===== src/design/cgp_pkg.sv =====
package cgp_pkg;

	// ***************************************************************
	// register map (byte addresses, one word each)
	// ***************************************************************
	localparam logic [7:0] CLK_CTRL_ADDR = 8'h00;
	localparam logic [7:0] PLL_CTRL_ADDR = 8'h04;
	localparam logic [7:0] CPU_DIV_ADDR = 8'h08;
	localparam logic [7:0] MODE_CTRL_ADDR = 8'h0c;
	localparam logic [7:0] PRESCALER_ADDR = 8'h10;
	localparam logic [7:0] PROTECT_ADDR = 8'h14;
	localparam logic [7:0] STATUS_ADDR = 8'h18;

	// ***************************************************************
	// field positions
	// ***************************************************************
	localparam int CLK_OUT_PIN_SEL_POS = 0;
	localparam int PERIPH_STOP_POS = 2;
	localparam int SUB_OSC_EN_POS = 4;
	localparam int MAIN_OSC_STOP_POS = 5;
	localparam int SUB_CPU_SEL_POS = 7;
	localparam int PLL_SRC_SEL_POS = 8;
	localparam int OSC_SRC_SEL_POS = 9;
	localparam int PLL_MULT_POS = 0;
	localparam int PLL_RUN_POS = 7;
	localparam int ALE_PIN_SEL_POS = 0;
	localparam int BUSCLK_DIS_POS = 2;
	localparam int FRAC_SRC_POS = 3;
	localparam int WDT_OSC_SEL_POS = 5;
	localparam int CLOCK_UNLOCK_POS = 0;
	localparam int MODE_UNLOCK_POS = 1;
	localparam int STATUS_WAIT_POS = 3;
	localparam int STATUS_STOP_POS = 4;

	// ***************************************************************
	// reset values and encodings
	// ***************************************************************
	localparam logic [4:0] CPU_DIV_RESET = 5'h08;
	localparam logic [4:0] CPU_DIV_NONE = 5'h12;
	localparam logic [4:0] CPU_DIV_16 = 5'h10;
	localparam logic [1:0] FRAC_SRC_PERIPH = 2'h0;
	localparam logic [1:0] FRAC_SRC_XIN = 2'h1;
	localparam logic [1:0] FRAC_SRC_OSC = 2'h2;
	localparam logic [1:0] CLK_OUT_PIN_PORT = 2'h0;
	localparam logic [1:0] CLK_OUT_PIN_SUB = 2'h1;
	localparam logic [1:0] CLK_OUT_PIN_DIV8 = 2'h2;
	localparam logic [1:0] CLK_OUT_PIN_DIV32 = 2'h3;
	localparam logic [1:0] ALE_BUSCLK = 2'h0;
	localparam logic [1:0] ALE_ALE = 2'h1;
	// pll factor in thirds: x2, x3, x8/3, x4
	localparam logic [3:0] PLL_NUM_X2 = 4'h6;
	localparam logic [3:0] PLL_NUM_X3 = 4'h9;
	localparam logic [3:0] PLL_NUM_X8_3 = 4'h8;
	localparam logic [3:0] PLL_NUM_X4 = 4'hc;
	localparam logic [3:0] PERIPH_DIV8_LAST = 4'h7;
	localparam logic [4:0] PERIPH_DIV32_LAST = 5'h1f;

	typedef enum logic [2:0] {
		CGP_MAIN = 3'b000,
		CGP_PLL = 3'b001,
		CGP_LOW_SPEED = 3'b010,
		CGP_LOW_POWER = 3'b011,
		CGP_OSC = 3'b100,
		CGP_OSC_LOW_POWER = 3'b101
	} cgp_mode_type;

	typedef struct packed {
		logic main_tick;
		logic xin_tick;
		logic sub_tick;
		logic osc_tick;
	} cgp_src_type;

	typedef struct packed {
		logic pll_clk;
		logic cpu_clk;
		logic bus_clk;
		logic wdt_clk;
		logic periph_div1;
		logic periph_div8;
		logic periph_div32;
		logic adc_clk;
		logic even_div_clk;
		logic sub_div32_clk;
	} cgp_clk_type;

endpackage


===== src/design/cgp_clock_gen.sv =====
`timescale 1ns/1ns
`default_nettype none
module cgp_clock_gen #(
	parameter int PERIOD_W = 12
) (
	input wire logic pclk,
	input wire logic presetn,
	input wire logic psel,
	input wire logic penable,
	input wire logic pwrite,
	input wire logic [7:0] paddr,
	input wire logic [31:0] pwdata,
	output logic [31:0] prdata,
	output logic pready,
	output logic pslverr,
	input wire cgp_pkg::cgp_src_type src_in,
	input wire logic micro_mode,
	input wire logic wait_mode,
	input wire logic stop_mode,
	input wire logic ale_in,
	output cgp_pkg::cgp_clk_type clk_out,
	output logic clk_out_pin,
	output logic bus_clk_pin
);

	if (PERIOD_W < 4 || PERIOD_W > 24) begin : g_bad_width
		$error("PERIOD_W must lie between 4 and 24");
	end

	// ***************************************************************
	// software registers
	// ***************************************************************
	logic [1:0] clk_out_pin_sel_reg;
	logic periph_stop_in_wait_reg;
	logic sub_osc_enable_reg;
	logic main_osc_stop_reg;
	logic sub_cpu_sel_reg;
	logic pll_src_sel_reg;
	logic osc_src_sel_reg;
	logic [1:0] pll_mult_reg;
	logic pll_run_reg;
	logic [4:0] cpu_div_sel_reg;
	logic [1:0] ale_pin_sel_reg;
	logic busclk_out_disable_reg;
	logic [1:0] frac_src_sel_reg;
	logic wdt_osc_sel_reg;
	logic [3:0] frac_div_count_reg;
	logic clock_reg_unlock_reg;
	logic mode_reg_unlock_reg;
	logic stop_prev_reg;
	cgp_pkg::cgp_mode_type mode_reg;
	cgp_pkg::cgp_mode_type mode_next;

	logic wr_en;
	logic rd_setup;
	logic low_power_entry;
	logic stop_entry;
	logic [31:0] rdata_next;
	logic addr_ok;

	assign wr_en = psel && penable && pwrite && pready;
	assign rd_setup = psel && !penable;

	// ***************************************************************
	// operating mode
	// ***************************************************************
	always_comb begin
		if (sub_cpu_sel_reg) begin
			mode_next = main_osc_stop_reg ? cgp_pkg::CGP_LOW_POWER :
				cgp_pkg::CGP_LOW_SPEED;
		end else if (osc_src_sel_reg) begin
			mode_next = main_osc_stop_reg ? cgp_pkg::CGP_OSC_LOW_POWER :
				cgp_pkg::CGP_OSC;
		end else if (pll_src_sel_reg && pll_run_reg) begin
			mode_next = cgp_pkg::CGP_PLL;
		end else begin
			mode_next = cgp_pkg::CGP_MAIN;
		end
	end

	always_ff @(posedge pclk or negedge presetn) begin
		if (!presetn) begin
			mode_reg <= cgp_pkg::CGP_MAIN;
			stop_prev_reg <= 1'b0;
		end else begin
			mode_reg <= mode_next;
			stop_prev_reg <= stop_mode;
		end
	end

	assign low_power_entry = (mode_next == cgp_pkg::CGP_LOW_POWER) &&
		(mode_reg != cgp_pkg::CGP_LOW_POWER);
	assign stop_entry = stop_mode && !stop_prev_reg;

	// ***************************************************************
	// register writes
	// ***************************************************************
	// unlock bits are kept by software; a locked register ignores writes
	always_ff @(posedge pclk or negedge presetn) begin
		if (!presetn) begin
			clock_reg_unlock_reg <= 1'b0;
			mode_reg_unlock_reg <= 1'b0;
		end else if (wr_en && paddr == cgp_pkg::PROTECT_ADDR) begin
			clock_reg_unlock_reg <= pwdata[cgp_pkg::CLOCK_UNLOCK_POS];
			mode_reg_unlock_reg <= pwdata[cgp_pkg::MODE_UNLOCK_POS];
		end
	end

	always_ff @(posedge pclk or negedge presetn) begin
		if (!presetn) begin
			clk_out_pin_sel_reg <= 2'h0;
			periph_stop_in_wait_reg <= 1'b0;
			sub_osc_enable_reg <= 1'b0;
			main_osc_stop_reg <= 1'b0;
			sub_cpu_sel_reg <= 1'b0;
			pll_src_sel_reg <= 1'b0;
			osc_src_sel_reg <= 1'b0;
			pll_mult_reg <= 2'h0;
			pll_run_reg <= 1'b0;
		end else if (wr_en && clock_reg_unlock_reg) begin
			if (paddr == cgp_pkg::CLK_CTRL_ADDR) begin
				clk_out_pin_sel_reg <= pwdata[cgp_pkg::CLK_OUT_PIN_SEL_POS +: 2];
				periph_stop_in_wait_reg <= pwdata[cgp_pkg::PERIPH_STOP_POS];
				sub_osc_enable_reg <= pwdata[cgp_pkg::SUB_OSC_EN_POS];
				main_osc_stop_reg <= pwdata[cgp_pkg::MAIN_OSC_STOP_POS];
				sub_cpu_sel_reg <= pwdata[cgp_pkg::SUB_CPU_SEL_POS];
				pll_src_sel_reg <= pwdata[cgp_pkg::PLL_SRC_SEL_POS];
				osc_src_sel_reg <= pwdata[cgp_pkg::OSC_SRC_SEL_POS];
			end
			if (paddr == cgp_pkg::PLL_CTRL_ADDR) begin
				pll_mult_reg <= pwdata[cgp_pkg::PLL_MULT_POS +: 2];
				pll_run_reg <= pwdata[cgp_pkg::PLL_RUN_POS];
			end
		end
	end

	always_ff @(posedge pclk or negedge presetn) begin
		if (!presetn) begin
			ale_pin_sel_reg <= 2'h0;
			busclk_out_disable_reg <= 1'b0;
			frac_src_sel_reg <= 2'h0;
			wdt_osc_sel_reg <= 1'b0;
		end else if (wr_en && mode_reg_unlock_reg &&
			paddr == cgp_pkg::MODE_CTRL_ADDR) begin
			ale_pin_sel_reg <= pwdata[cgp_pkg::ALE_PIN_SEL_POS +: 2];
			busclk_out_disable_reg <= pwdata[cgp_pkg::BUSCLK_DIS_POS];
			frac_src_sel_reg <= pwdata[cgp_pkg::FRAC_SRC_POS +: 2];
			wdt_osc_sel_reg <= pwdata[cgp_pkg::WDT_OSC_SEL_POS];
		end
	end

	// hardware force wins over a software write in the same cycle
	always_ff @(posedge pclk or negedge presetn) begin
		if (!presetn) begin
			cpu_div_sel_reg <= cgp_pkg::CPU_DIV_RESET;
		end else if (low_power_entry || stop_entry) begin
			cpu_div_sel_reg <= cgp_pkg::CPU_DIV_RESET;
		end else if (wr_en && paddr == cgp_pkg::CPU_DIV_ADDR) begin
			cpu_div_sel_reg <= pwdata[4:0];
		end
	end

	always_ff @(posedge pclk or negedge presetn) begin
		if (!presetn) begin
			frac_div_count_reg <= 4'h0;
		end else if (wr_en && paddr == cgp_pkg::PRESCALER_ADDR) begin
			frac_div_count_reg <= pwdata[3:0];
		end
	end

	// ***************************************************************
	// register reads and bus answer
	// ***************************************************************
	always_comb begin
		rdata_next = 32'h0;
		addr_ok = 1'b1;
		case (paddr)
		cgp_pkg::CLK_CTRL_ADDR: begin
			rdata_next[cgp_pkg::CLK_OUT_PIN_SEL_POS +: 2] = clk_out_pin_sel_reg;
			rdata_next[cgp_pkg::PERIPH_STOP_POS] = periph_stop_in_wait_reg;
			rdata_next[cgp_pkg::SUB_OSC_EN_POS] = sub_osc_enable_reg;
			rdata_next[cgp_pkg::MAIN_OSC_STOP_POS] = main_osc_stop_reg;
			rdata_next[cgp_pkg::SUB_CPU_SEL_POS] = sub_cpu_sel_reg;
			rdata_next[cgp_pkg::PLL_SRC_SEL_POS] = pll_src_sel_reg;
			rdata_next[cgp_pkg::OSC_SRC_SEL_POS] = osc_src_sel_reg;
		end
		cgp_pkg::PLL_CTRL_ADDR: begin
			rdata_next[cgp_pkg::PLL_MULT_POS +: 2] = pll_mult_reg;
			rdata_next[cgp_pkg::PLL_RUN_POS] = pll_run_reg;
		end
		cgp_pkg::CPU_DIV_ADDR: begin
			rdata_next[4:0] = cpu_div_sel_reg;
		end
		cgp_pkg::MODE_CTRL_ADDR: begin
			rdata_next[cgp_pkg::ALE_PIN_SEL_POS +: 2] = ale_pin_sel_reg;
			rdata_next[cgp_pkg::BUSCLK_DIS_POS] = busclk_out_disable_reg;
			rdata_next[cgp_pkg::FRAC_SRC_POS +: 2] = frac_src_sel_reg;
			rdata_next[cgp_pkg::WDT_OSC_SEL_POS] = wdt_osc_sel_reg;
		end
		cgp_pkg::PRESCALER_ADDR: begin
			rdata_next[3:0] = frac_div_count_reg;
		end
		cgp_pkg::PROTECT_ADDR: begin
			rdata_next[cgp_pkg::CLOCK_UNLOCK_POS] = clock_reg_unlock_reg;
			rdata_next[cgp_pkg::MODE_UNLOCK_POS] = mode_reg_unlock_reg;
		end
		cgp_pkg::STATUS_ADDR: begin
			rdata_next[2:0] = mode_reg;
			rdata_next[cgp_pkg::STATUS_WAIT_POS] = wait_mode;
			rdata_next[cgp_pkg::STATUS_STOP_POS] = stop_mode;
		end
		default: begin
			addr_ok = 1'b0;
		end
		endcase
	end

	// answer is always one access cycle: everything is latched at setup
	always_ff @(posedge pclk or negedge presetn) begin
		if (!presetn) begin
			pready <= 1'b0;
			pslverr <= 1'b0;
			prdata <= 32'h0;
		end else begin
			pready <= rd_setup;
			if (rd_setup) begin
				pslverr <= !addr_ok;
				prdata <= pwrite ? 32'h0 : rdata_next;
			end
		end
	end

	// ***************************************************************
	// pll synthesiser
	// ***************************************************************
	// the main period is measured in pclk cycles; a rational accumulator
	// then issues ticks at factor times the main rate (needs main <= pclk/4)
	logic [PERIOD_W-1:0] main_cnt_reg;
	logic [PERIOD_W-1:0] main_per_reg;
	logic [PERIOD_W+1:0] pll_acc_reg;
	logic [PERIOD_W+1:0] pll_acc_next;
	logic [PERIOD_W+1:0] pll_limit;
	logic [3:0] pll_num;
	logic pll_tick;

	always_comb begin
		case (pll_mult_reg)
		2'h0: pll_num = cgp_pkg::PLL_NUM_X2;
		2'h1: pll_num = cgp_pkg::PLL_NUM_X3;
		2'h2: pll_num = cgp_pkg::PLL_NUM_X8_3;
		default: pll_num = cgp_pkg::PLL_NUM_X4;
		endcase
	end

	assign pll_limit = {main_per_reg, 1'b0} + {2'b00, main_per_reg};
	assign pll_acc_next = pll_acc_reg + {{(PERIOD_W-2){1'b0}}, pll_num};
	assign pll_tick = pll_run_reg && !stop_mode && main_per_reg != '0 &&
		pll_acc_next >= pll_limit;

	always_ff @(posedge pclk or negedge presetn) begin
		if (!presetn) begin
			main_cnt_reg <= '0;
			main_per_reg <= '0;
		end else if (src_in.main_tick) begin
			main_cnt_reg <= '0;
			main_per_reg <= main_cnt_reg + 1'b1;
		end else if (main_cnt_reg != '1) begin
			main_cnt_reg <= main_cnt_reg + 1'b1;
		end
	end

	always_ff @(posedge pclk or negedge presetn) begin
		if (!presetn) begin
			pll_acc_reg <= '0;
		end else if (!pll_run_reg) begin
			pll_acc_reg <= '0;
		end else if (pll_tick) begin
			pll_acc_reg <= pll_acc_next - pll_limit;
		end else if (pll_acc_next < pll_limit) begin
			pll_acc_reg <= pll_acc_next;
		end
	end

	// ***************************************************************
	// cpu clock
	// ***************************************************************
	logic [4:0] div_ratio;
	logic [4:0] act_div_reg;
	logic [4:0] cpu_cnt_reg;
	logic cpu_src_tick;
	logic cpu_tick;
	logic main_live;

	assign main_live = src_in.main_tick && !main_osc_stop_reg;

	always_comb begin
		case (cpu_div_sel_reg)
		cgp_pkg::CPU_DIV_NONE: div_ratio = 5'h01;
		5'h02, 5'h03, 5'h04, 5'h06, 5'h08, 5'h0a, 5'h0c, 5'h0e,
		cgp_pkg::CPU_DIV_16: div_ratio = cpu_div_sel_reg;
		default: div_ratio = cgp_pkg::CPU_DIV_RESET;
		endcase
	end

	always_comb begin
		case (mode_reg)
		cgp_pkg::CGP_PLL: cpu_src_tick = pll_tick;
		cgp_pkg::CGP_LOW_SPEED, cgp_pkg::CGP_LOW_POWER:
			cpu_src_tick = src_in.sub_tick && sub_osc_enable_reg;
		cgp_pkg::CGP_OSC, cgp_pkg::CGP_OSC_LOW_POWER:
			cpu_src_tick = src_in.osc_tick;
		default: cpu_src_tick = main_live;
		endcase
	end

	// the sub clock is never divided; other sources divide by act_div_reg
	// keyed to mode_reg, not the select bit, so a switch cycle never lets
	// one undivided fast tick through
	assign cpu_tick = cpu_src_tick && !stop_mode &&
		(mode_reg == cgp_pkg::CGP_LOW_SPEED ||
		mode_reg == cgp_pkg::CGP_LOW_POWER ||
		cpu_cnt_reg >= act_div_reg - 5'h01);

	// the new ratio is taken only at a wrap, so no short cpu period occurs
	always_ff @(posedge pclk or negedge presetn) begin
		if (!presetn) begin
			cpu_cnt_reg <= 5'h00;
			act_div_reg <= cgp_pkg::CPU_DIV_RESET;
		end else if (cpu_tick) begin
			cpu_cnt_reg <= 5'h00;
			act_div_reg <= div_ratio;
		end else if (cpu_src_tick && !stop_mode) begin
			cpu_cnt_reg <= cpu_cnt_reg + 5'h01;
		end
	end

	// ***************************************************************
	// peripheral clocks
	// ***************************************************************
	logic periph_src_tick;
	logic periph_run;
	logic periph_tick;
	logic [2:0] div8_cnt_reg;
	logic [4:0] div32_cnt_reg;
	logic [4:0] sub32_cnt_reg;
	logic [4:0] even_cnt_reg;
	logic even_src_tick;
	logic even_tick;
	logic sub_live;

	always_comb begin
		if (osc_src_sel_reg || mode_reg == cgp_pkg::CGP_LOW_POWER) begin
			periph_src_tick = src_in.osc_tick;
		end else if (pll_src_sel_reg) begin
			periph_src_tick = pll_tick;
		end else begin
			periph_src_tick = src_in.main_tick;
		end
	end

	assign periph_run = !stop_mode && !(wait_mode && periph_stop_in_wait_reg)
		&& !(main_osc_stop_reg && !osc_src_sel_reg && !pll_src_sel_reg &&
		mode_reg != cgp_pkg::CGP_LOW_POWER);
	assign periph_tick = periph_src_tick && periph_run;

	always_ff @(posedge pclk or negedge presetn) begin
		if (!presetn) begin
			div8_cnt_reg <= 3'h0;
			div32_cnt_reg <= 5'h00;
		end else if (periph_tick) begin
			div8_cnt_reg <= div8_cnt_reg + 3'h1;
			div32_cnt_reg <= div32_cnt_reg + 5'h01;
		end
	end

	always_comb begin
		case (frac_src_sel_reg)
		cgp_pkg::FRAC_SRC_PERIPH: even_src_tick = periph_tick;
		cgp_pkg::FRAC_SRC_XIN: even_src_tick = src_in.xin_tick && !stop_mode;
		cgp_pkg::FRAC_SRC_OSC:
			even_src_tick = src_in.osc_tick && !stop_mode;
		default: even_src_tick = 1'b0;
		endcase
	end

	// divide by 2n: emit on every 2n-th source tick, n = 0 passes through
	assign even_tick = even_src_tick && (frac_div_count_reg == 4'h0 ||
		even_cnt_reg >= {frac_div_count_reg, 1'b0} - 5'h01);

	always_ff @(posedge pclk or negedge presetn) begin
		if (!presetn) begin
			even_cnt_reg <= 5'h00;
		end else if (even_tick) begin
			even_cnt_reg <= 5'h00;
		end else if (even_src_tick) begin
			even_cnt_reg <= even_cnt_reg + 5'h01;
		end
	end

	// sub clock divider ignores wait and the peripheral stop bit
	assign sub_live = src_in.sub_tick && sub_osc_enable_reg && !stop_mode;

	always_ff @(posedge pclk or negedge presetn) begin
		if (!presetn) begin
			sub32_cnt_reg <= 5'h00;
		end else if (sub_live) begin
			sub32_cnt_reg <= sub32_cnt_reg + 5'h01;
		end
	end

	// ***************************************************************
	// registered clock outputs and pins
	// ***************************************************************
	logic cpu_run;
	logic pin_next;
	logic sub_out;
	logic div8_out;
	logic div32_out;

	assign cpu_run = cpu_tick && !wait_mode;
	assign sub_out = sub_live;
	assign div8_out = periph_tick && div8_cnt_reg == cgp_pkg::PERIPH_DIV8_LAST;
	assign div32_out = periph_tick &&
		div32_cnt_reg == cgp_pkg::PERIPH_DIV32_LAST;

	always_comb begin
		case (clk_out_pin_sel_reg)
		cgp_pkg::CLK_OUT_PIN_SUB: pin_next = sub_out;
		cgp_pkg::CLK_OUT_PIN_DIV8: pin_next = div8_out;
		cgp_pkg::CLK_OUT_PIN_DIV32: pin_next = div32_out;
		default: begin
			if (!micro_mode) begin
				pin_next = 1'b0;
			end else if (ale_pin_sel_reg == cgp_pkg::ALE_ALE) begin
				pin_next = ale_in;
			end else if (ale_pin_sel_reg == cgp_pkg::ALE_BUSCLK &&
				!busclk_out_disable_reg) begin
				pin_next = cpu_run;
			end else begin
				pin_next = 1'b0;
			end
		end
		endcase
	end

	always_ff @(posedge pclk or negedge presetn) begin
		if (!presetn) begin
			clk_out <= '0;
			clk_out_pin <= 1'b0;
			bus_clk_pin <= 1'b0;
		end else begin
			clk_out.pll_clk <= pll_tick;
			clk_out.cpu_clk <= cpu_run;
			clk_out.bus_clk <= cpu_run;
			clk_out.wdt_clk <= wdt_osc_sel_reg ? src_in.osc_tick :
				cpu_run;
			clk_out.periph_div1 <= periph_tick;
			clk_out.periph_div8 <= div8_out;
			clk_out.periph_div32 <= div32_out;
			clk_out.adc_clk <= periph_tick;
			clk_out.even_div_clk <= even_tick;
			clk_out.sub_div32_clk <= sub_live &&
				sub32_cnt_reg == cgp_pkg::PERIPH_DIV32_LAST;
			clk_out_pin <= pin_next;
			bus_clk_pin <= micro_mode && cpu_run;
		end
	end

endmodule
`default_nettype wire


===== config.mk =====
export PLATFORM = sky130hd
export DESIGN_NAME = cgp_clock_gen
export DESIGN_NICKNAME = d
export VERILOG_FILES = /design/src/design/cgp_pkg.sv /design/src/design/cgp_clock_gen.sv
export SDC_FILE = /design/constraint.sdc
export NUM_CORES = 1
export LEC_CHECK = 0
export BUFFER_PORTS_ARGS = -buffer_cell sky130_fd_sc_hd__buf_2
export CORE_MARGIN = 5
export CORE_UTILIZATION = 64
export DETAILED_ROUTE_END_ITERATION = 10
export GPL_TIMING_DRIVEN = 0
export PLACE_DENSITY = 0.94
export SETUP_SLACK_MARGIN = 0.05
export SYNTH_ARGS = -nofsm -noshare
export SYNTH_HDL_FRONTEND = slang
export SYNTH_SLANG_ARGS = --single-unit

===== constraint.sdc =====
create_clock -name pclk -period 6.9 [get_ports pclk]
set_input_delay 1.38 -clock pclk [delete_from_list [all_inputs] [get_ports pclk]]
set_output_delay 1.38 -clock pclk [all_outputs]
set_load 0.01 [all_outputs]

---- Word level (Yosys, flattened, before mapping) ----
Index checks and enable logic that the tools add are counted.
storage, ports and cells
  register bits after elaboration ......... 142
  input port bits ......................... 53
  output and inout port bits .............. 46
  logic and storage cells ................. 197
operators by class
  add/subtract/negate cells ............... 11
  order comparisons ....................... 4
  eq/ne operators ......................... 36
  muxes and demuxes ....................... 36
  reductions and logical operators ........ 69
operator list
  cell                                                                   count
  14-bit two-way mux                                                     3
  1-bit logical AND                                                      37
  5-bit two-way mux                                                      6
  8-bit by 5-bit equality test with 1-bit output, second input constant  3
  12-bit two-way mux                                                     2
  5-bit by 1-bit adder with 5-bit output, second input constant          4
  5-bit by 4-bit equality test with 1-bit output, second input constant  4
  5-bit equality test, second input constant                             4
  8-bit by 4-bit equality test with 1-bit output, second input constant  2
  13-bit by 12-bit adder with 14-bit output                              1
  14-bit by 4-bit adder with 14-bit output                               1
  14-bit >= comparator                                                   1
  14-bit less-than comparator                                            1
  2-bit case mux with 7 select lines                                     1
  14-bit subtractor                                                      1
  12-bit by 1-bit adder with 12-bit output, second input constant        1
  12-bit != test, second input constant                                  1
  4-bit case mux with 3 select lines                                     1
  12-bit nonzero test                                                    1
  1-bit zero test                                                        11
  5-bit by 2-bit equality test with 1-bit output, second input constant  2
  5-bit by 3-bit equality test with 1-bit output, second input constant  2
  5-bit >= comparator                                                    2
  1-bit two-way mux                                                      10
  other kinds (27)                                                       54

---- Longest topological paths before layout ----
Gate-level depths: netlist (run 1).
  word-level depth ........................ 13
  gate-level depth with buffers ........... 21
  mapped depth without buffers ............ 20

---- Worst setup path before layout (run 1) ----
OpenSTA, ideal clock, no wires.
  path type ............................... register -> register
  start ................................... register main_per_reg[1]
  end ..................................... register div32_cnt_reg[4]
  library setup time ...................... 0.125 ns
  data arrival time ....................... 4.101 ns
  data required time ...................... 6.775 ns
  path slack .............................. 2.674 ns
  cell stages (with the launch flop) ...... 20
  buffers on the path ..................... 1
  clock period less this slack ............ 4.226 ns
  cells stage by stage .................... dfrtp_1 > ha_1 > fa_1 > a21o_1 > a21oi_1 > o21bai_1 > a21oi_1 > o21ai_0 > a21o_1 > a21o_1 > xnor2_1 > ha_1 > a21oi_1 > o21ai_2 > nor4b_4 > a21o_1 > a21oi_1 > a21oi_1 > buf_2 > mux2_2
between the ends
  cells in the longest elaborated chain, start to end .. 6
  elaborated cells on any way between the ends .. 8
  classes of those cells .................. 1 x add/sub; 1 x order compare; 2 x mux; 4 x reduce/logical
ends and longest elaborated chain
  element                                                                           line                                        source
  start, declared                                                                   cgp_clock_gen.sv:239                        logic [PERIOD_W-1:0] main_per_reg;
  start signal, assigned                                                            cgp_clock_gen.sv:266                        main_per_reg <= main_cnt_reg + 1'b1;
  13-bit by 12-bit adder with 14-bit output or 12-bit nonzero test (tied branches)  cgp_clock_gen.sv:255, cgp_clock_gen.sv:257
  14-bit >= comparator or 1-bit logical AND (tied branches)                         cgp_clock_gen.sv:258, cgp_clock_gen.sv:257
  1-bit logical AND (*)                                                             cgp_clock_gen.sv:257                        assign pll_tick = pll_run_reg && !stop_mode && main_per_reg != '0 &&
  1-bit two-way mux (*)                                                             cgp_clock_gen.sv:354                        end else if (pll_src_sel_reg) begin
  1-bit two-way mux (*)                                                             cgp_clock_gen.sv:352                        if (osc_src_sel_reg || mode_reg == cgp_pkg::CGP_LOW_POWER) begin
  1-bit logical AND (*)                                                             cgp_clock_gen.sv:364                        assign periph_tick = periph_src_tick && periph_run;
  named net periph_tick                                                             cgp_clock_gen.sv:342                        logic periph_tick;
  end signal, assigned                                                              cgp_clock_gen.sv:372                        div32_cnt_reg <= div32_cnt_reg + 5'h01;
  end, declared                                                                     cgp_clock_gen.sv:344                        logic [4:0] div32_cnt_reg;
The timed path passes the listed nets; every way through them passes the cells marked *.
A chain may end at the register's enable or synchronous reset.

---- Worst setup path after layout (run 1) ----
  start ................................... register main_per_reg[1]
  end ..................................... register div8_cnt_reg[2]
between the ends
  cells in the longest elaborated chain, start to end .. 6
  elaborated cells on any way between the ends .. 8
  classes of those cells .................. 1 x add/sub; 1 x order compare; 2 x mux; 4 x reduce/logical
ends and longest elaborated chain
  element                                                                           line                                        source
  13-bit by 12-bit adder with 14-bit output or 12-bit nonzero test (tied branches)  cgp_clock_gen.sv:255, cgp_clock_gen.sv:257
  14-bit >= comparator or 1-bit logical AND (tied branches)                         cgp_clock_gen.sv:258, cgp_clock_gen.sv:257
  1-bit logical AND (*)                                                             cgp_clock_gen.sv:257
  1-bit two-way mux (*)                                                             cgp_clock_gen.sv:354
  1-bit two-way mux (*)                                                             cgp_clock_gen.sv:352
  1-bit logical AND (*)                                                             cgp_clock_gen.sv:364
  named net periph_tick                                                             cgp_clock_gen.sv:342
  end signal, assigned                                                              cgp_clock_gen.sv:371                        div8_cnt_reg <= div8_cnt_reg + 3'h1;
  end, declared                                                                     cgp_clock_gen.sv:343                        logic [2:0] div8_cnt_reg;
Marks and branches as above.

==> impl_metrics.prom, run 1 <==
# TYPE chip_impl_metric gauge
chip_impl_info{name="critical_path.most_common_cell",value="sky130_fd_sc_hd__a21oi_1"} 1
chip_impl_metric{name="post_cts_hold_buffer_count",unit=""} 0
chip_impl_info{name="crit_path_top_delay_cell",value="sky130_fd_sc_hd__a21oi_1"} 1
chip_impl_metric{name="post-cts-setup-buffer-count",unit=""} 0
chip_impl_metric{name="routabilityCongestion",unit=""} 0.927
chip_impl_metric{name="setup_slack",unit="ps"} 1850
chip_impl_info{name="hold_path_class",value="flip-flop to flip-flop"} 1
chip_impl_metric{name="yosys.cell_types.count",unit=""} 74
chip_impl_metric{name="largest_register_ffs",unit=""} 14
chip_impl_metric{name="grt_first_pass_wirelength",unit="µm"} 32100
chip_impl_info{name="kind_of_end_point_of_the_critical_path",value="flip-flop"} 1
chip_impl_metric{name="timing.final.hold_violations",unit=""} 0
chip_impl_metric{name="largest_net_degree_at_the_start_of_global_routing",unit=""} 79
chip_impl_metric{name="area.growth.synth_to_final",unit="%"} 14.9
chip_impl_metric{name="worst_ir_drop_vdd",unit="mV"} 0.332
chip_impl_metric{name="cts.htree.levels",unit=""} 4
chip_impl_metric{name="ys_seq_area_share",unit="%"} 38.3
chip_impl_metric{name="power.leakage",unit="µW"} 0.00440
chip_impl_metric{name="antenna_left",unit=""} 0
chip_impl_metric{name="initial_core_util",unit="%"} 65.1
chip_impl_metric{name="post-route-min-period",unit="ps"} 5050
chip_impl_metric{name="number_of_clock_buffers_inserted_by_tritoncts",unit=""} 17
chip_impl_metric{name="maxSlewHeadroom",unit="%"} 55.9
chip_impl_metric{name="layout.cell_area.non_filler",unit="µm²"} 8940
chip_impl_metric{name="area_of_the_mapped_netlist",unit="µm²"} 7780
chip_impl_metric{name="core",unit="µm²"} 12000
chip_impl_metric{name="p_per_area",unit="nW/µm²"} 347
chip_impl_metric{name="tightest_slew",unit="ps"} 656
chip_impl_metric{name="yosysWarnings",unit=""} 0
chip_impl_metric{name="grt_pass1_vias",unit=""} 6601
chip_impl_info{name="critPathKind",value="flip-flop to flip-flop"} 1
chip_impl_metric{name="cts_buffer_depth",unit=""} 2
chip_impl_info{name="critical_path.cell_chain",value="ha_1 -> fa_1 -> a21o_1 -> a21oi_1 -> o21bai_1 -> a21oi_1 -> o21ai_0 -> a21o_1 -> a21o_1 -> xnor2_1 -> ha_1 -> a21oi_1 -> o21ai_2 -> nor4b_4 -> a21o_1 -> a21oi_1 -> a21oi_1 -> buf_2 -> mux2_2"} 1
chip_impl_metric{name="vias",unit=""} 6485
chip_impl_metric{name="critical_path.max_fanout",unit=""} 10
chip_impl_info{name="setup_repair_after_global_routing_missed_its_margin",value="false"} 1
chip_impl_info{name="tritoncts_clock_tree",value="built"} 1
chip_impl_metric{name="die_width",unit="µm"} 120
chip_impl_metric{name="drive_gt1_share",unit="%"} 17.3
chip_impl_metric{name="cap_violations",unit=""} 0
chip_impl_metric{name="worst_clock_skew",unit="ps"} 10.9
chip_impl_info{name="cts_root_buf",value="sky130_fd_sc_hd__clkbuf_16"} 1
chip_impl_metric{name="die_area",unit="µm²"} 14500
chip_impl_info{name="ys.flop_type",value="sky130_fd_sc_hd__dfrtp_1"} 1
chip_impl_metric{name="drt-wirelength-per-cell",unit="µm"} 18.1
chip_impl_metric{name="drcViolationCount",unit=""} 0
chip_impl_metric{name="data_arrival_time_at_the_worst_slack_endpoint",unit="ps"} 5360
chip_impl_metric{name="synthCells",unit=""} 816
chip_impl_metric{name="core.rowCount",unit=""} 40
chip_impl_metric{name="timing.critical_path.required",unit="ps"} 7210
chip_impl_metric{name="synth_seq_cells",unit=""} 119
chip_impl_metric{name="postSynth.asyncResetShare",unit="%"} 100
chip_impl_metric{name="initial_antenna_violation_count",unit=""} 0
chip_impl_metric{name="drtIter0Drc",unit=""} 611
chip_impl_info{name="timing.critical_path.from_type",value="flip-flop"} 1
chip_impl_info{name="top_library_cells_by_usage_in_the_layout_fill_and_taps_aside",value="sky130_fd_sc_hd__dfrtp_1, sky130_fd_sc_hd__nand2_1, sky130_fd_sc_hd__ha_1, sky130_fd_sc_hd__nor2_1, sky130_fd_sc_hd__buf_2"} 1
chip_impl_metric{name="drt_wl_total",unit="µm"} 19300
chip_impl_metric{name="track_usage",unit="%"} 27.8
chip_impl_metric{name="final.setup.tns",unit="ps"} 0
chip_impl_metric{name="clkLatencyLatePin",unit="ps"} 430
chip_impl_metric{name="timing.fmax",unit="MHz"} 198
chip_impl_metric{name="finalHoldWorstSlack",unit="ps"} 482
chip_impl_metric{name="final.period_utilization",unit="%"} 73.2
chip_impl_metric{name="post_cts_resize_count",unit=""} 0
chip_impl_metric{name="port-buffer-count",unit=""} 49
chip_impl_metric{name="diodes",unit=""} 0
chip_impl_metric{name="max_stage_delay",unit="ps"} 460
chip_impl_metric{name="nets",unit=""} 1028
chip_impl_metric{name="synth_enable_flop_cells",unit=""} 0
chip_impl_metric{name="cts.sinks",unit=""} 119
chip_impl_metric{name="die_h",unit="µm"} 120
chip_impl_metric{name="grt-ovfl-total",unit=""} 0
chip_impl_metric{name="report.final.slew_viol_count",unit=""} 0
chip_impl_metric{name="dpl-instance-area",unit="µm²"} 8330
chip_impl_metric{name="worst_setup_hold_path_clk_slew",unit="ps"} 60
chip_impl_info{name="run_status",value="finished, final reports clean"} 1
chip_impl_metric{name="finalSetupViolCount",unit=""} 0
chip_impl_metric{name="drtPass1Iterations",unit=""} 6
chip_impl_metric{name="avgViaCountPerCell",unit=""} 6.08
chip_impl_metric{name="dpl.hpwl",unit="µm"} 13200
chip_impl_metric{name="dp_slack",unit="ps"} 2060
chip_impl_metric{name="post_synth.cell_area_avg",unit="µm²"} 9.54
chip_impl_metric{name="i_o_pin_count",unit=""} 99
chip_impl_info{name="final_common_cell",value="sky130_fd_sc_hd__dfrtp_1"} 1
-- kinds of logic (layout without fill, tap and decap cells) --
kind of cell	count (synthesis)	count (layout)	synth area share, %
flops	119	119	38.3
fa+ha+maj	68	68	11.2
mux	50	50	7.07
compound gates	181	181	15.3
other cells	1	23	0.0482
simple gates	236	236	15.2
buf+inv	103	185	6.32
xor+xnor	58	58	6.53
-- power breakdown --
group,switching (µW),internal [µW]
clock network,342,581
logic,734,568
registers,82.7,795
-- per-stage QoR --
| stage | std cells | total power (µW) | util [%] |
|---|---|---|---|
| 6_report | 1067 | 3100 | 74.7 |
| 3_3_place_gp | 1034 | 2090 | 69.4 |
| 3_5_place_dp | 1035 | 2150 | 69.6 |
| 5_1_grt | 1067 | 3310 | 74.7 |
| 4_1_cts | 1067 | 3090 | 74.7 |
| 2_1_floorplan | 838 | 1890 | - |
-- per-layer routing --
layer  part of all wire [%]  global-route usage [%]  wire length, µm
met3                    6.5                    7.25             1260
met1                     40                    33.6             7630
met2                     50                    46.9             9720
met4                    3.5                    12.5              673
met5                      0                       0                0
-- cell type report --
type | count | area [µm²]
Clock buffer | 19 | 443
Multi-Input combinational cell | 616 | 4390
Inverter | 50 | 188
Clock inverter | 13 | 168
Tap cell | 147 | 184
Buffer | 53 | 304
Sequential cell | 119 | 2980
Fill cell | 730 | 3020
Timing Repair Buffer | 50 | 279
-- synthesized netlist by cell type (2+ instances only) --
master                      instances  area (µm²)
sky130_fd_sc_hd__mux2_2            27         304
sky130_fd_sc_hd__a211oi_1           7        52.6
sky130_fd_sc_hd__o22ai_1            3        18.8
sky130_fd_sc_hd__nor3b_1            5        37.5
sky130_fd_sc_hd__mux2i_1           19         190
sky130_fd_sc_hd__xnor2_1           35         307
sky130_fd_sc_hd__o31ai_1            8        60.1
sky130_fd_sc_hd__fa_1               3        60.1
sky130_fd_sc_hd__a211o_1            2        17.5
sky130_fd_sc_hd__o21ai_0           46         230
sky130_fd_sc_hd__o211ai_1           3        22.5
sky130_fd_sc_hd__a21oi_1           50         250
sky130_fd_sc_hd__dfstp_2            2        52.6
sky130_fd_sc_hd__nor2b_1           10        62.6
sky130_fd_sc_hd__a22o_1             4        35.0
sky130_fd_sc_hd__o2bb2ai_1          3        26.3
sky130_fd_sc_hd__a21o_1            13        97.6
sky130_fd_sc_hd__nand3b_1           2        15.0
sky130_fd_sc_hd__a31oi_4            2        42.5
sky130_fd_sc_hd__or3_1              3        18.8
sky130_fd_sc_hd__mux2_1             3        33.8
sky130_fd_sc_hd__inv_1             49         184
sky130_fd_sc_hd__nor3_1            17        85.1
sky130_fd_sc_hd__nand2_1           67         251
sky130_fd_sc_hd__ha_1              65         813
sky130_fd_sc_hd__and3_1             9        56.3
sky130_fd_sc_hd__or4_1              3        22.5
sky130_fd_sc_hd__and4_1             2        17.5
sky130_fd_sc_hd__o32a_1             2        20.0
sky130_fd_sc_hd__o21bai_1           5        37.5
sky130_fd_sc_hd__and2_1             5        31.3
sky130_fd_sc_hd__a22oi_1            3        22.5
sky130_fd_sc_hd__nand2b_1          13        81.3
sky130_fd_sc_hd__a31o_2             2        17.5
sky130_fd_sc_hd__nand4b_1           2        17.5
sky130_fd_sc_hd__clkbuf_1          20        75.1
sky130_fd_sc_hd__a31oi_1            8        50.1
sky130_fd_sc_hd__buf_4             26         195
sky130_fd_sc_hd__dfrtp_1          117        2930
sky130_fd_sc_hd__buf_2              6        30.0
sky130_fd_sc_hd__nand3_1           27         135
sky130_fd_sc_hd__o211a_1            3        30.0
sky130_fd_sc_hd__xor2_1            23         201
sky130_fd_sc_hd__nand4_1            8        50.1
sky130_fd_sc_hd__nor2_1            55         206
-- critical path: cells and delay by family (launching register included) --
family	cells	cell delay (ps)
AO/OA/AOI/OAI	12	2330
flip-flops	1	420
buffers and inverters	1	340
AND/OR/NAND/NOR	1	340
adder cells (fa/ha/maj)	3	990
multiplexers	1	370
XOR/XNOR	1	130
-- path summary, 6_finish.rpt --
path                                  startpoint                to  slack, ps  depth (start not counted)
min in group asynchronous                presetn   pll_acc_reg[13]        860                          1
max in group asynchronous                presetn        clk_out[7]       5340                          2
worst min register to register  div32_cnt_reg[3]  div32_cnt_reg[3]        480                          1
worst max-delay path             main_per_reg[1]   div8_cnt_reg[2]       1850                         19
worst max register to register   main_per_reg[1]   div8_cnt_reg[2]       1850                         19
worst min-delay path            div32_cnt_reg[3]  div32_cnt_reg[3]        480                          1
(Power assumes the default switching activity.)
==> run 2, diff against run 1 <==
- CORE_UTILIZATION: 64 -> 53
- PLACE_DENSITY: 0.94 -> 0.84
- clock period: 6.9 -> 4.3 ns (I/O delays scaled with it)
==> run 2 against run 1 <==
Worst setup slack lost 1700 ps. Cell count grew 6.5%. Utilization shrank 9.6 points. Sequential cell count is the same. Die area grew 19%. Total power grew 74%. First-iteration DRC count shrank 0.98%. Sequential share of layout area shrank 1.8 points.
==> impl_metrics.prom, run 2 (same netlist as run 1, synthesis figures left out) <==
# TYPE chip_impl_metric gauge
chip_impl_metric{name="track_usage",unit="%"} 20.7
chip_impl_metric{name="drt-wirelength-per-cell",unit="µm"} 16.5
chip_impl_info{name="setup_repair_after_global_routing_missed_its_margin",value="true"} 1
chip_impl_metric{name="maxSlewHeadroom",unit="%"} 55.3
chip_impl_metric{name="core",unit="µm²"} 14500
chip_impl_metric{name="critical_path.max_fanout",unit=""} 8
chip_impl_metric{name="cts.sinks",unit=""} 119
chip_impl_metric{name="timing.fmax",unit="MHz"} 238
chip_impl_metric{name="clkLatencyLatePin",unit="ps"} 420
chip_impl_metric{name="area_used_by_multi_input_combinational_logic",unit="µm²"} 4560
chip_impl_info{name="hold_path_class",value="input pin to async pin"} 1
chip_impl_metric{name="routabilityCongestion",unit=""} 0.950
chip_impl_metric{name="internal-power",unit="µW"} 3370
chip_impl_metric{name="final.period_utilization",unit="%"} 97.6
chip_impl_info{name="final_common_cell",value="sky130_fd_sc_hd__dfrtp_1"} 1
chip_impl_metric{name="largest_net_degree_at_the_start_of_global_routing",unit=""} 76
chip_impl_metric{name="nets",unit=""} 1060
chip_impl_metric{name="drtPass1Iterations",unit=""} 6
chip_impl_metric{name="drt_wl_total",unit="µm"} 18700
chip_impl_metric{name="drtIter0Drc",unit=""} 605
chip_impl_metric{name="post-route-min-period",unit="ps"} 4200
chip_impl_metric{name="fill_cells",unit=""} 1034
chip_impl_info{name="worstSetupStartpoint",value="main_per_reg[1]"} 1
chip_impl_metric{name="post_cts_hold_buffer_count",unit=""} 0
chip_impl_metric{name="worst_ir_drop_vdd",unit="mV"} 0.420
chip_impl_metric{name="i_o_pin_count",unit=""} 99
chip_impl_metric{name="grt-ovfl-total",unit=""} 0
chip_impl_metric{name="timing.final.hold_violations",unit=""} 0
chip_impl_metric{name="worst_setup_hold_path_clk_slew",unit="ps"} 60
chip_impl_metric{name="avgViaCountPerCell",unit=""} 5.68
chip_impl_metric{name="p_sw_share",unit="%"} 37.6
chip_impl_metric{name="finalHoldWorstSlack",unit="ps"} 377
chip_impl_metric{name="share_seq_of_total_power",unit="%"} 26.1
chip_impl_metric{name="regArea",unit="µm²"} 2980
chip_impl_metric{name="grt_first_pass_wirelength",unit="µm"} 29800
chip_impl_metric{name="cts_buffer_depth",unit=""} 2
chip_impl_metric{name="finalSetupViolCount",unit=""} 0
chip_impl_metric{name="largest_register_ffs",unit=""} 14
chip_impl_info{name="kind_of_end_point_of_the_critical_path",value="flip-flop"} 1
chip_impl_info{name="tritoncts_clock_tree",value="built"} 1
chip_impl_metric{name="die_h",unit="µm"} 131
chip_impl_metric{name="power.leakage",unit="µW"} 0.00462
chip_impl_metric{name="data_arrival_time_at_the_worst_slack_endpoint",unit="ps"} 4490
chip_impl_metric{name="diodes",unit=""} 0
chip_impl_metric{name="cap_violations",unit=""} 0
chip_impl_metric{name="core.rowCount",unit=""} 44
chip_impl_metric{name="worst_clock_skew",unit="ps"} 13.8
chip_impl_info{name="run_status",value="finished, final reports clean"} 1
chip_impl_info{name="critPathKind",value="flip-flop to flip-flop"} 1
chip_impl_metric{name="die_width",unit="µm"} 131
chip_impl_metric{name="combPwrFrac",unit="%"} 46.3
chip_impl_metric{name="vias",unit=""} 6453
chip_impl_metric{name="power_frac_clock",unit="%"} 27.6
chip_impl_info{name="timing.critical_path.from_type",value="flip-flop"} 1
chip_impl_metric{name="dpl.hpwl",unit="µm"} 12600
chip_impl_metric{name="grt_pass1_vias",unit=""} 6108
chip_impl_metric{name="p_per_area",unit="nW/µm²"} 572
chip_impl_metric{name="drcViolationCount",unit=""} 0
chip_impl_metric{name="timing.critical_path.required",unit="ps"} 4600
chip_impl_metric{name="port-buffer-count",unit=""} 49
chip_impl_metric{name="number_of_clock_buffers_inserted_by_tritoncts",unit=""} 17
chip_impl_metric{name="area.growth.synth_to_final",unit="%"} 21.3
chip_impl_metric{name="initial_antenna_violation_count",unit=""} 0
chip_impl_info{name="r2r_start",value="main_per_reg[1]"} 1
chip_impl_metric{name="worstRegToRegCells",unit=""} 19
chip_impl_metric{name="switchingPower",unit="µW"} 2030
chip_impl_metric{name="die_area",unit="µm²"} 17200
chip_impl_info{name="top_library_cells_by_usage_in_the_layout_fill_and_taps_aside",value="sky130_fd_sc_hd__dfrtp_1, sky130_fd_sc_hd__nand2_1, sky130_fd_sc_hd__ha_1, sky130_fd_sc_hd__buf_4, sky130_fd_sc_hd__buf_2"} 1
chip_impl_metric{name="cts.htree.levels",unit=""} 4
chip_impl_metric{name="setup_slack",unit="ps"} 104
chip_impl_metric{name="tightest_slew",unit="ps"} 666
chip_impl_metric{name="antenna_left",unit=""} 0
chip_impl_metric{name="report.final.slew_viol_count",unit=""} 0
chip_impl_info{name="cts_root_buf",value="sky130_fd_sc_hd__clkbuf_16"} 1
chip_impl_metric{name="dp_slack",unit="ps"} -588
chip_impl_metric{name="initial_core_util",unit="%"} 53.8
chip_impl_metric{name="drive_gt1_share",unit="%"} 23.4
run 2: changes by cell type in the layout (fill, tap and decap cells not counted), sizes merged:
| cell | change |
|---|---|
| clkinvlp | -2 |
| clkinv | +2 |
| clkbuf | -3 |
| inv | +2 |
| buf | +33 |
run 2: stage by stage:
stage          cell area, µm²  instances  TNS [ps]  power (µW)  util, %
2_1_floorplan            7870        838         0        3030        -
3_3_place_gp             8340       1071     -6600        3380     57.6
3_5_place_dp             8380       1072     -8180        3450     57.8
4_1_cts                  9160       1117         0        5100     63.3
5_1_grt                  9440       1136      -377        5740     65.2
6_report                 9440       1136         0        5400     65.2
run 2: timing repair:
| action | 4_1_cts | 5_1_grt |
|---|---|---|
| endpoints found under the setup margin | 44 | 42 |
| setup buffers | 13 | 19 |
| pin swaps | 11 | 26 |
| resized for setup | 17 | 37 |
| hold endpoints to repair | 0 | 0 |
run 2: critical path, cell delays in order, from the launching register on:
cell and delay (ps):
sky130_fd_sc_hd__dfrtp_1 410, sky130_fd_sc_hd__ha_2 200, sky130_fd_sc_hd__fa_2 350, sky130_fd_sc_hd__a21o_1 170, sky130_fd_sc_hd__a21oi_2 160, sky130_fd_sc_hd__o21bai_1 100
sky130_fd_sc_hd__a21oi_2 210, sky130_fd_sc_hd__o21ai_2 90, sky130_fd_sc_hd__a21o_1 180, sky130_fd_sc_hd__a21o_1 200, sky130_fd_sc_hd__xnor2_2 150, sky130_fd_sc_hd__ha_1 320
sky130_fd_sc_hd__a21oi_2 190, sky130_fd_sc_hd__o21ai_2 90, sky130_fd_sc_hd__nor4b_4 140, sky130_fd_sc_hd__buf_4 170, sky130_fd_sc_hd__a31oi_4 240, sky130_fd_sc_hd__a31oi_4 190
sky130_fd_sc_hd__nand2_4 180, sky130_fd_sc_hd__mux2_1 330
run 2: worst paths after layout:
check,slack (ps),to
max in group asynchronous,3210,div32_cnt_reg[1]
worst min register to register,460,div32_cnt_reg[3]
min in group pclk,460,div32_cnt_reg[3]
worst max-delay path,100,act_div_reg[4]
worst max register to register,100,act_div_reg[4]
worst min-delay path,380,cpu_cnt_reg[3]
run 2: area by class of cell:
cell class              count  share of cell area [%]
multi-input cells         616                    48.3
flip-flops and latches    119                    31.6
repair buffers             82                    5.75
clock buffers              17                    4.51
plain buffers              53                    3.37
well taps                 184                    2.44
clock inverters            15                    2.02
inverters                  50                    2.02
run 2: power by group through the flow:
stage               Clock [µW]  Combinational [µW]  Sequential [µW]
global placement             0                1970             1410
global route              1560                2750             1430
detailed placement           0                2040             1410
CTS                       1500                2190             1400
floorplan                    0                1640             1390
finish                    1490                2500             1410
run 2: routing by layer:
layer,global-route usage (%),routed length (µm)
met2,33.3,9350
met1,27.5,7700
met4,7.22,387
met3,4.70,1310
met5,0,0
==> run 3, diff against run 2 <==
- CELL_PAD_IN_SITES_DETAIL_PLACEMENT: not set -> 1
- CELL_PAD_IN_SITES_GLOBAL_PLACEMENT: not set -> 2
- CORE_UTILIZATION: 53 -> 33
- PLACE_DENSITY: 0.84 -> 0.83
==> run 3 against run 2 <==
Cell area up 2.3%. Critical endpoint is now pll_acc_reg[8]. Critical path type unchanged. Hold slack worse by 100 ps. Maximum frequency rose by 2.1%. Via count down 1.5%. Non-clock buffer count increased by 3.
==> impl_metrics.prom, run 3 (same netlist as run 1, synthesis figures left out) <==
# TYPE chip_impl_metric gauge
chip_impl_metric{name="tightest_slew",unit="ps"} 680
chip_impl_info{name="critical_path.cell_chain",value="inv_2 -> ha_2 -> inv_1 -> ha_4 -> nand3_1 -> o211ai_1 -> and4_4 -> nand2_1 -> xnor2_1 -> ha_1 -> a21oi_2 -> o21ai_1 -> a21oi_2 -> buf_4 -> nor3_4 -> o22ai_4 -> buf_2 -> nand2_1 -> o22ai_1"} 1
chip_impl_metric{name="number_of_clock_buffers_inserted_by_tritoncts",unit=""} 17
chip_impl_metric{name="vias",unit=""} 6355
chip_impl_metric{name="post_cts_hold_buffer_count",unit=""} 0
chip_impl_info{name="tritoncts_clock_tree",value="built"} 1
chip_impl_info{name="kind_of_end_point_of_the_critical_path",value="flip-flop"} 1
chip_impl_metric{name="worstPathBufferInverterCount",unit=""} 4
chip_impl_metric{name="area.growth.synth_to_final",unit="%"} 24.1
chip_impl_metric{name="post-route-min-period",unit="ps"} 4110
chip_impl_metric{name="die_area",unit="µm²"} 26800
chip_impl_metric{name="critical_path.max_fanout",unit=""} 10
chip_impl_metric{name="final.setup.tns",unit="ps"} 0
chip_impl_metric{name="maxSlewHeadroom",unit="%"} 54.3
chip_impl_metric{name="nets",unit=""} 1063
chip_impl_metric{name="fill_cells",unit=""} 2691
chip_impl_metric{name="drive_gt1_share",unit="%"} 24.1
chip_impl_metric{name="finalSetupViolCount",unit=""} 0
chip_impl_metric{name="largest_register_ffs",unit=""} 14
chip_impl_info{name="cts_root_buf",value="sky130_fd_sc_hd__clkbuf_16"} 1
chip_impl_metric{name="drtPass1Iterations",unit=""} 6
chip_impl_metric{name="drt-wirelength-per-cell",unit="µm"} 16.4
chip_impl_metric{name="core",unit="µm²"} 23300
chip_impl_metric{name="dp_slack",unit="ps"} -625
chip_impl_metric{name="post-layout-total-power",unit="µW"} 5490
chip_impl_metric{name="worst_clock_skew",unit="ps"} 19.1
chip_impl_metric{name="layout.cell_area.non_filler",unit="µm²"} 9660
chip_impl_metric{name="drcViolationCount",unit=""} 0
chip_impl_metric{name="avgViaCountPerCell",unit=""} 4.99
chip_impl_metric{name="final.period_utilization",unit="%"} 95.6
chip_impl_metric{name="cts.htree.levels",unit=""} 4
chip_impl_metric{name="cap_violations",unit=""} 0
chip_impl_metric{name="data_arrival_time_at_the_worst_slack_endpoint",unit="ps"} 4460
chip_impl_info{name="hold_path_class",value="input pin to async pin"} 1
chip_impl_info{name="run_status",value="finished, final reports clean"} 1
chip_impl_metric{name="power.leakage",unit="µW"} 0.00462
chip_impl_info{name="setup_repair_after_global_routing_missed_its_margin",value="true"} 1
chip_impl_metric{name="dpl.hpwl",unit="µm"} 15100
chip_impl_metric{name="drtIter0Drc",unit=""} 317
chip_impl_metric{name="report.final.slew_viol_count",unit=""} 0
chip_impl_metric{name="die_width",unit="µm"} 164
chip_impl_metric{name="clkLatencyLatePin",unit="ps"} 440
chip_impl_metric{name="setup_slack",unit="ps"} 189
chip_impl_info{name="timing.critical_path.from_type",value="flip-flop"} 1
chip_impl_metric{name="timing.final.hold_violations",unit=""} 0
chip_impl_metric{name="p_per_area",unit="nW/µm²"} 568
chip_impl_metric{name="track_usage",unit="%"} 15.8
chip_impl_info{name="crit_path_top_delay_cell",value="sky130_fd_sc_hd__ha_1"} 1
chip_impl_metric{name="cts.sinks",unit=""} 119
chip_impl_metric{name="initial_antenna_violation_count",unit=""} 0
chip_impl_metric{name="largest_net_degree_at_the_start_of_global_routing",unit=""} 97
chip_impl_metric{name="max_stage_delay",unit="ps"} 370
chip_impl_metric{name="port-buffer-count",unit=""} 49
chip_impl_metric{name="die_h",unit="µm"} 164
chip_impl_metric{name="drt_wl_total",unit="µm"} 20900
chip_impl_info{name="critical-path-top-delay-family",value="compound AO/OA/AOI/OAI gates"} 1
chip_impl_metric{name="antenna_left",unit=""} 0
chip_impl_metric{name="grt_pass1_vias",unit=""} 6611
chip_impl_metric{name="routabilityCongestion",unit=""} 0.793
chip_impl_metric{name="timing.fmax",unit="MHz"} 243
chip_impl_metric{name="timing.critical_path.required",unit="ps"} 4650
chip_impl_metric{name="dpl-instance-area",unit="µm²"} 8540
chip_impl_info{name="final_common_cell",value="sky130_fd_sc_hd__dfrtp_1"} 1
chip_impl_metric{name="diodes",unit=""} 0
chip_impl_info{name="top_library_cells_by_usage_in_the_layout_fill_and_taps_aside",value="sky130_fd_sc_hd__dfrtp_1, sky130_fd_sc_hd__nand2_1, sky130_fd_sc_hd__buf_4, sky130_fd_sc_hd__ha_1, sky130_fd_sc_hd__buf_2"} 1
chip_impl_metric{name="grt_first_pass_wirelength",unit="µm"} 33700
chip_impl_info{name="critPathKind",value="flip-flop to flip-flop"} 1
chip_impl_metric{name="finalHoldWorstSlack",unit="ps"} 277
chip_impl_metric{name="worst_ir_drop_vdd",unit="mV"} 0.418
chip_impl_metric{name="core.rowCount",unit=""} 56
chip_impl_metric{name="i_o_pin_count",unit=""} 99
chip_impl_metric{name="initial_core_util",unit="%"} 33.4
chip_impl_metric{name="worst_setup_hold_path_clk_slew",unit="ps"} 60
chip_impl_metric{name="cts_buffer_depth",unit=""} 2
chip_impl_metric{name="grt-ovfl-total",unit=""} 0
-- run 3: cell types whose count changed in the layout (fill, tap and decap cells not counted), moves of 3 or more --
cell / previous run / this run
sky130_fd_sc_hd__a21oi_2: 7 / 10
sky130_fd_sc_hd__a21oi_4: 3 / 0
sky130_fd_sc_hd__buf_4: 54 / 60
sky130_fd_sc_hd__clkbuf_8: 0 / 3
sky130_fd_sc_hd__clkinv_4: 4 / 1
sky130_fd_sc_hd__clkinvlp_4: 0 / 3
sky130_fd_sc_hd__ha_1: 61 / 58
sky130_fd_sc_hd__inv_6: 5 / 1
sky130_fd_sc_hd__o21ai_0: 40 / 43
sky130_fd_sc_hd__o21ai_1: 6 / 3
-- run 3: metal layers --
| metal | up-vias | track usage (%) | wire length (µm) |
|---|---|---|---|
| li1 | 3085 | - | - |
| met1 | 3164 | 20.2 | 9490 |
| met2 | 77 | 27.0 | 10500 |
| met3 | 29 | 2.88 | 542 |
| met4 | 0 | 5.53 | 381 |
| met5 | - | 0 | 0 |
-- run 3: cell type report --
| cell class | instances | area (µm²) | area share, % |
|---|---|---|---|
| Sequential cell | 119 | 2980 | 30.9 |
| Clock inverter | 11 | 170 | 1.76 |
| Inverter | 50 | 190 | 1.97 |
| Timing Repair Buffer | 85 | 546 | 5.65 |
| Clock buffer | 21 | 470 | 4.87 |
| Multi-Input combinational cell | 616 | 4580 | 47.5 |
| Buffer | 53 | 318 | 3.29 |
| Tap cell | 319 | 399 | 4.13 |
-- run 3: metrics by stage --
step	instances	util, %
floorplan	838	-
global placement	1206	36.5
detailed placement	1207	36.6
CTS	1257	40.4
global route	1274	41.4
finish	1274	41.4
-- run 3: power breakdown --
| part | internal [µW] | switching (µW) |
|---|---|---|
| clock network | 1020 | 551 |
| registers | 1280 | 128 |
| logic | 1160 | 1360 |
-- run 3: worst reg2reg max path, cell delays in order, from the launching register on --
cell and delay (ps):
sky130_fd_sc_hd__dfrtp_1 360, sky130_fd_sc_hd__inv_2 60, sky130_fd_sc_hd__ha_2 300, sky130_fd_sc_hd__inv_1 60, sky130_fd_sc_hd__ha_4 280, sky130_fd_sc_hd__nand3_1 60
sky130_fd_sc_hd__o211ai_1 300, sky130_fd_sc_hd__and4_4 320, sky130_fd_sc_hd__nand2_1 70, sky130_fd_sc_hd__xnor2_1 150, sky130_fd_sc_hd__ha_1 370, sky130_fd_sc_hd__a21oi_2 200
sky130_fd_sc_hd__o21ai_1 140, sky130_fd_sc_hd__a21oi_2 210, sky130_fd_sc_hd__buf_4 170, sky130_fd_sc_hd__nor3_4 50, sky130_fd_sc_hd__o22ai_4 290, sky130_fd_sc_hd__buf_2 330
sky130_fd_sc_hd__nand2_1 120, sky130_fd_sc_hd__o22ai_1 200
-- run 3: final timing paths --
check | depth (start not counted) | slack, ps | endpoint | startpoint
min | 1 | 280 | cpu_cnt_reg[0] | presetn
min in group pclk | 1 | 470 | sub32_cnt_reg[3] | sub32_cnt_reg[3]
max reg2reg | 19 | 190 | pll_acc_reg[8] | pll_mult_reg[1]
max | 19 | 190 | pll_acc_reg[8] | pll_mult_reg[1]
min reg2reg | 1 | 470 | sub32_cnt_reg[3] | sub32_cnt_reg[3]
max in group asynchronous | 2 | 3210 | main_per_reg[2] | presetn
-- run 3: what timing repair did --
action,in CTS,in global routing
resized for setup,28,26
setup buffers,18,17
pin swaps,16,22
endpoints found under the setup margin,45,42
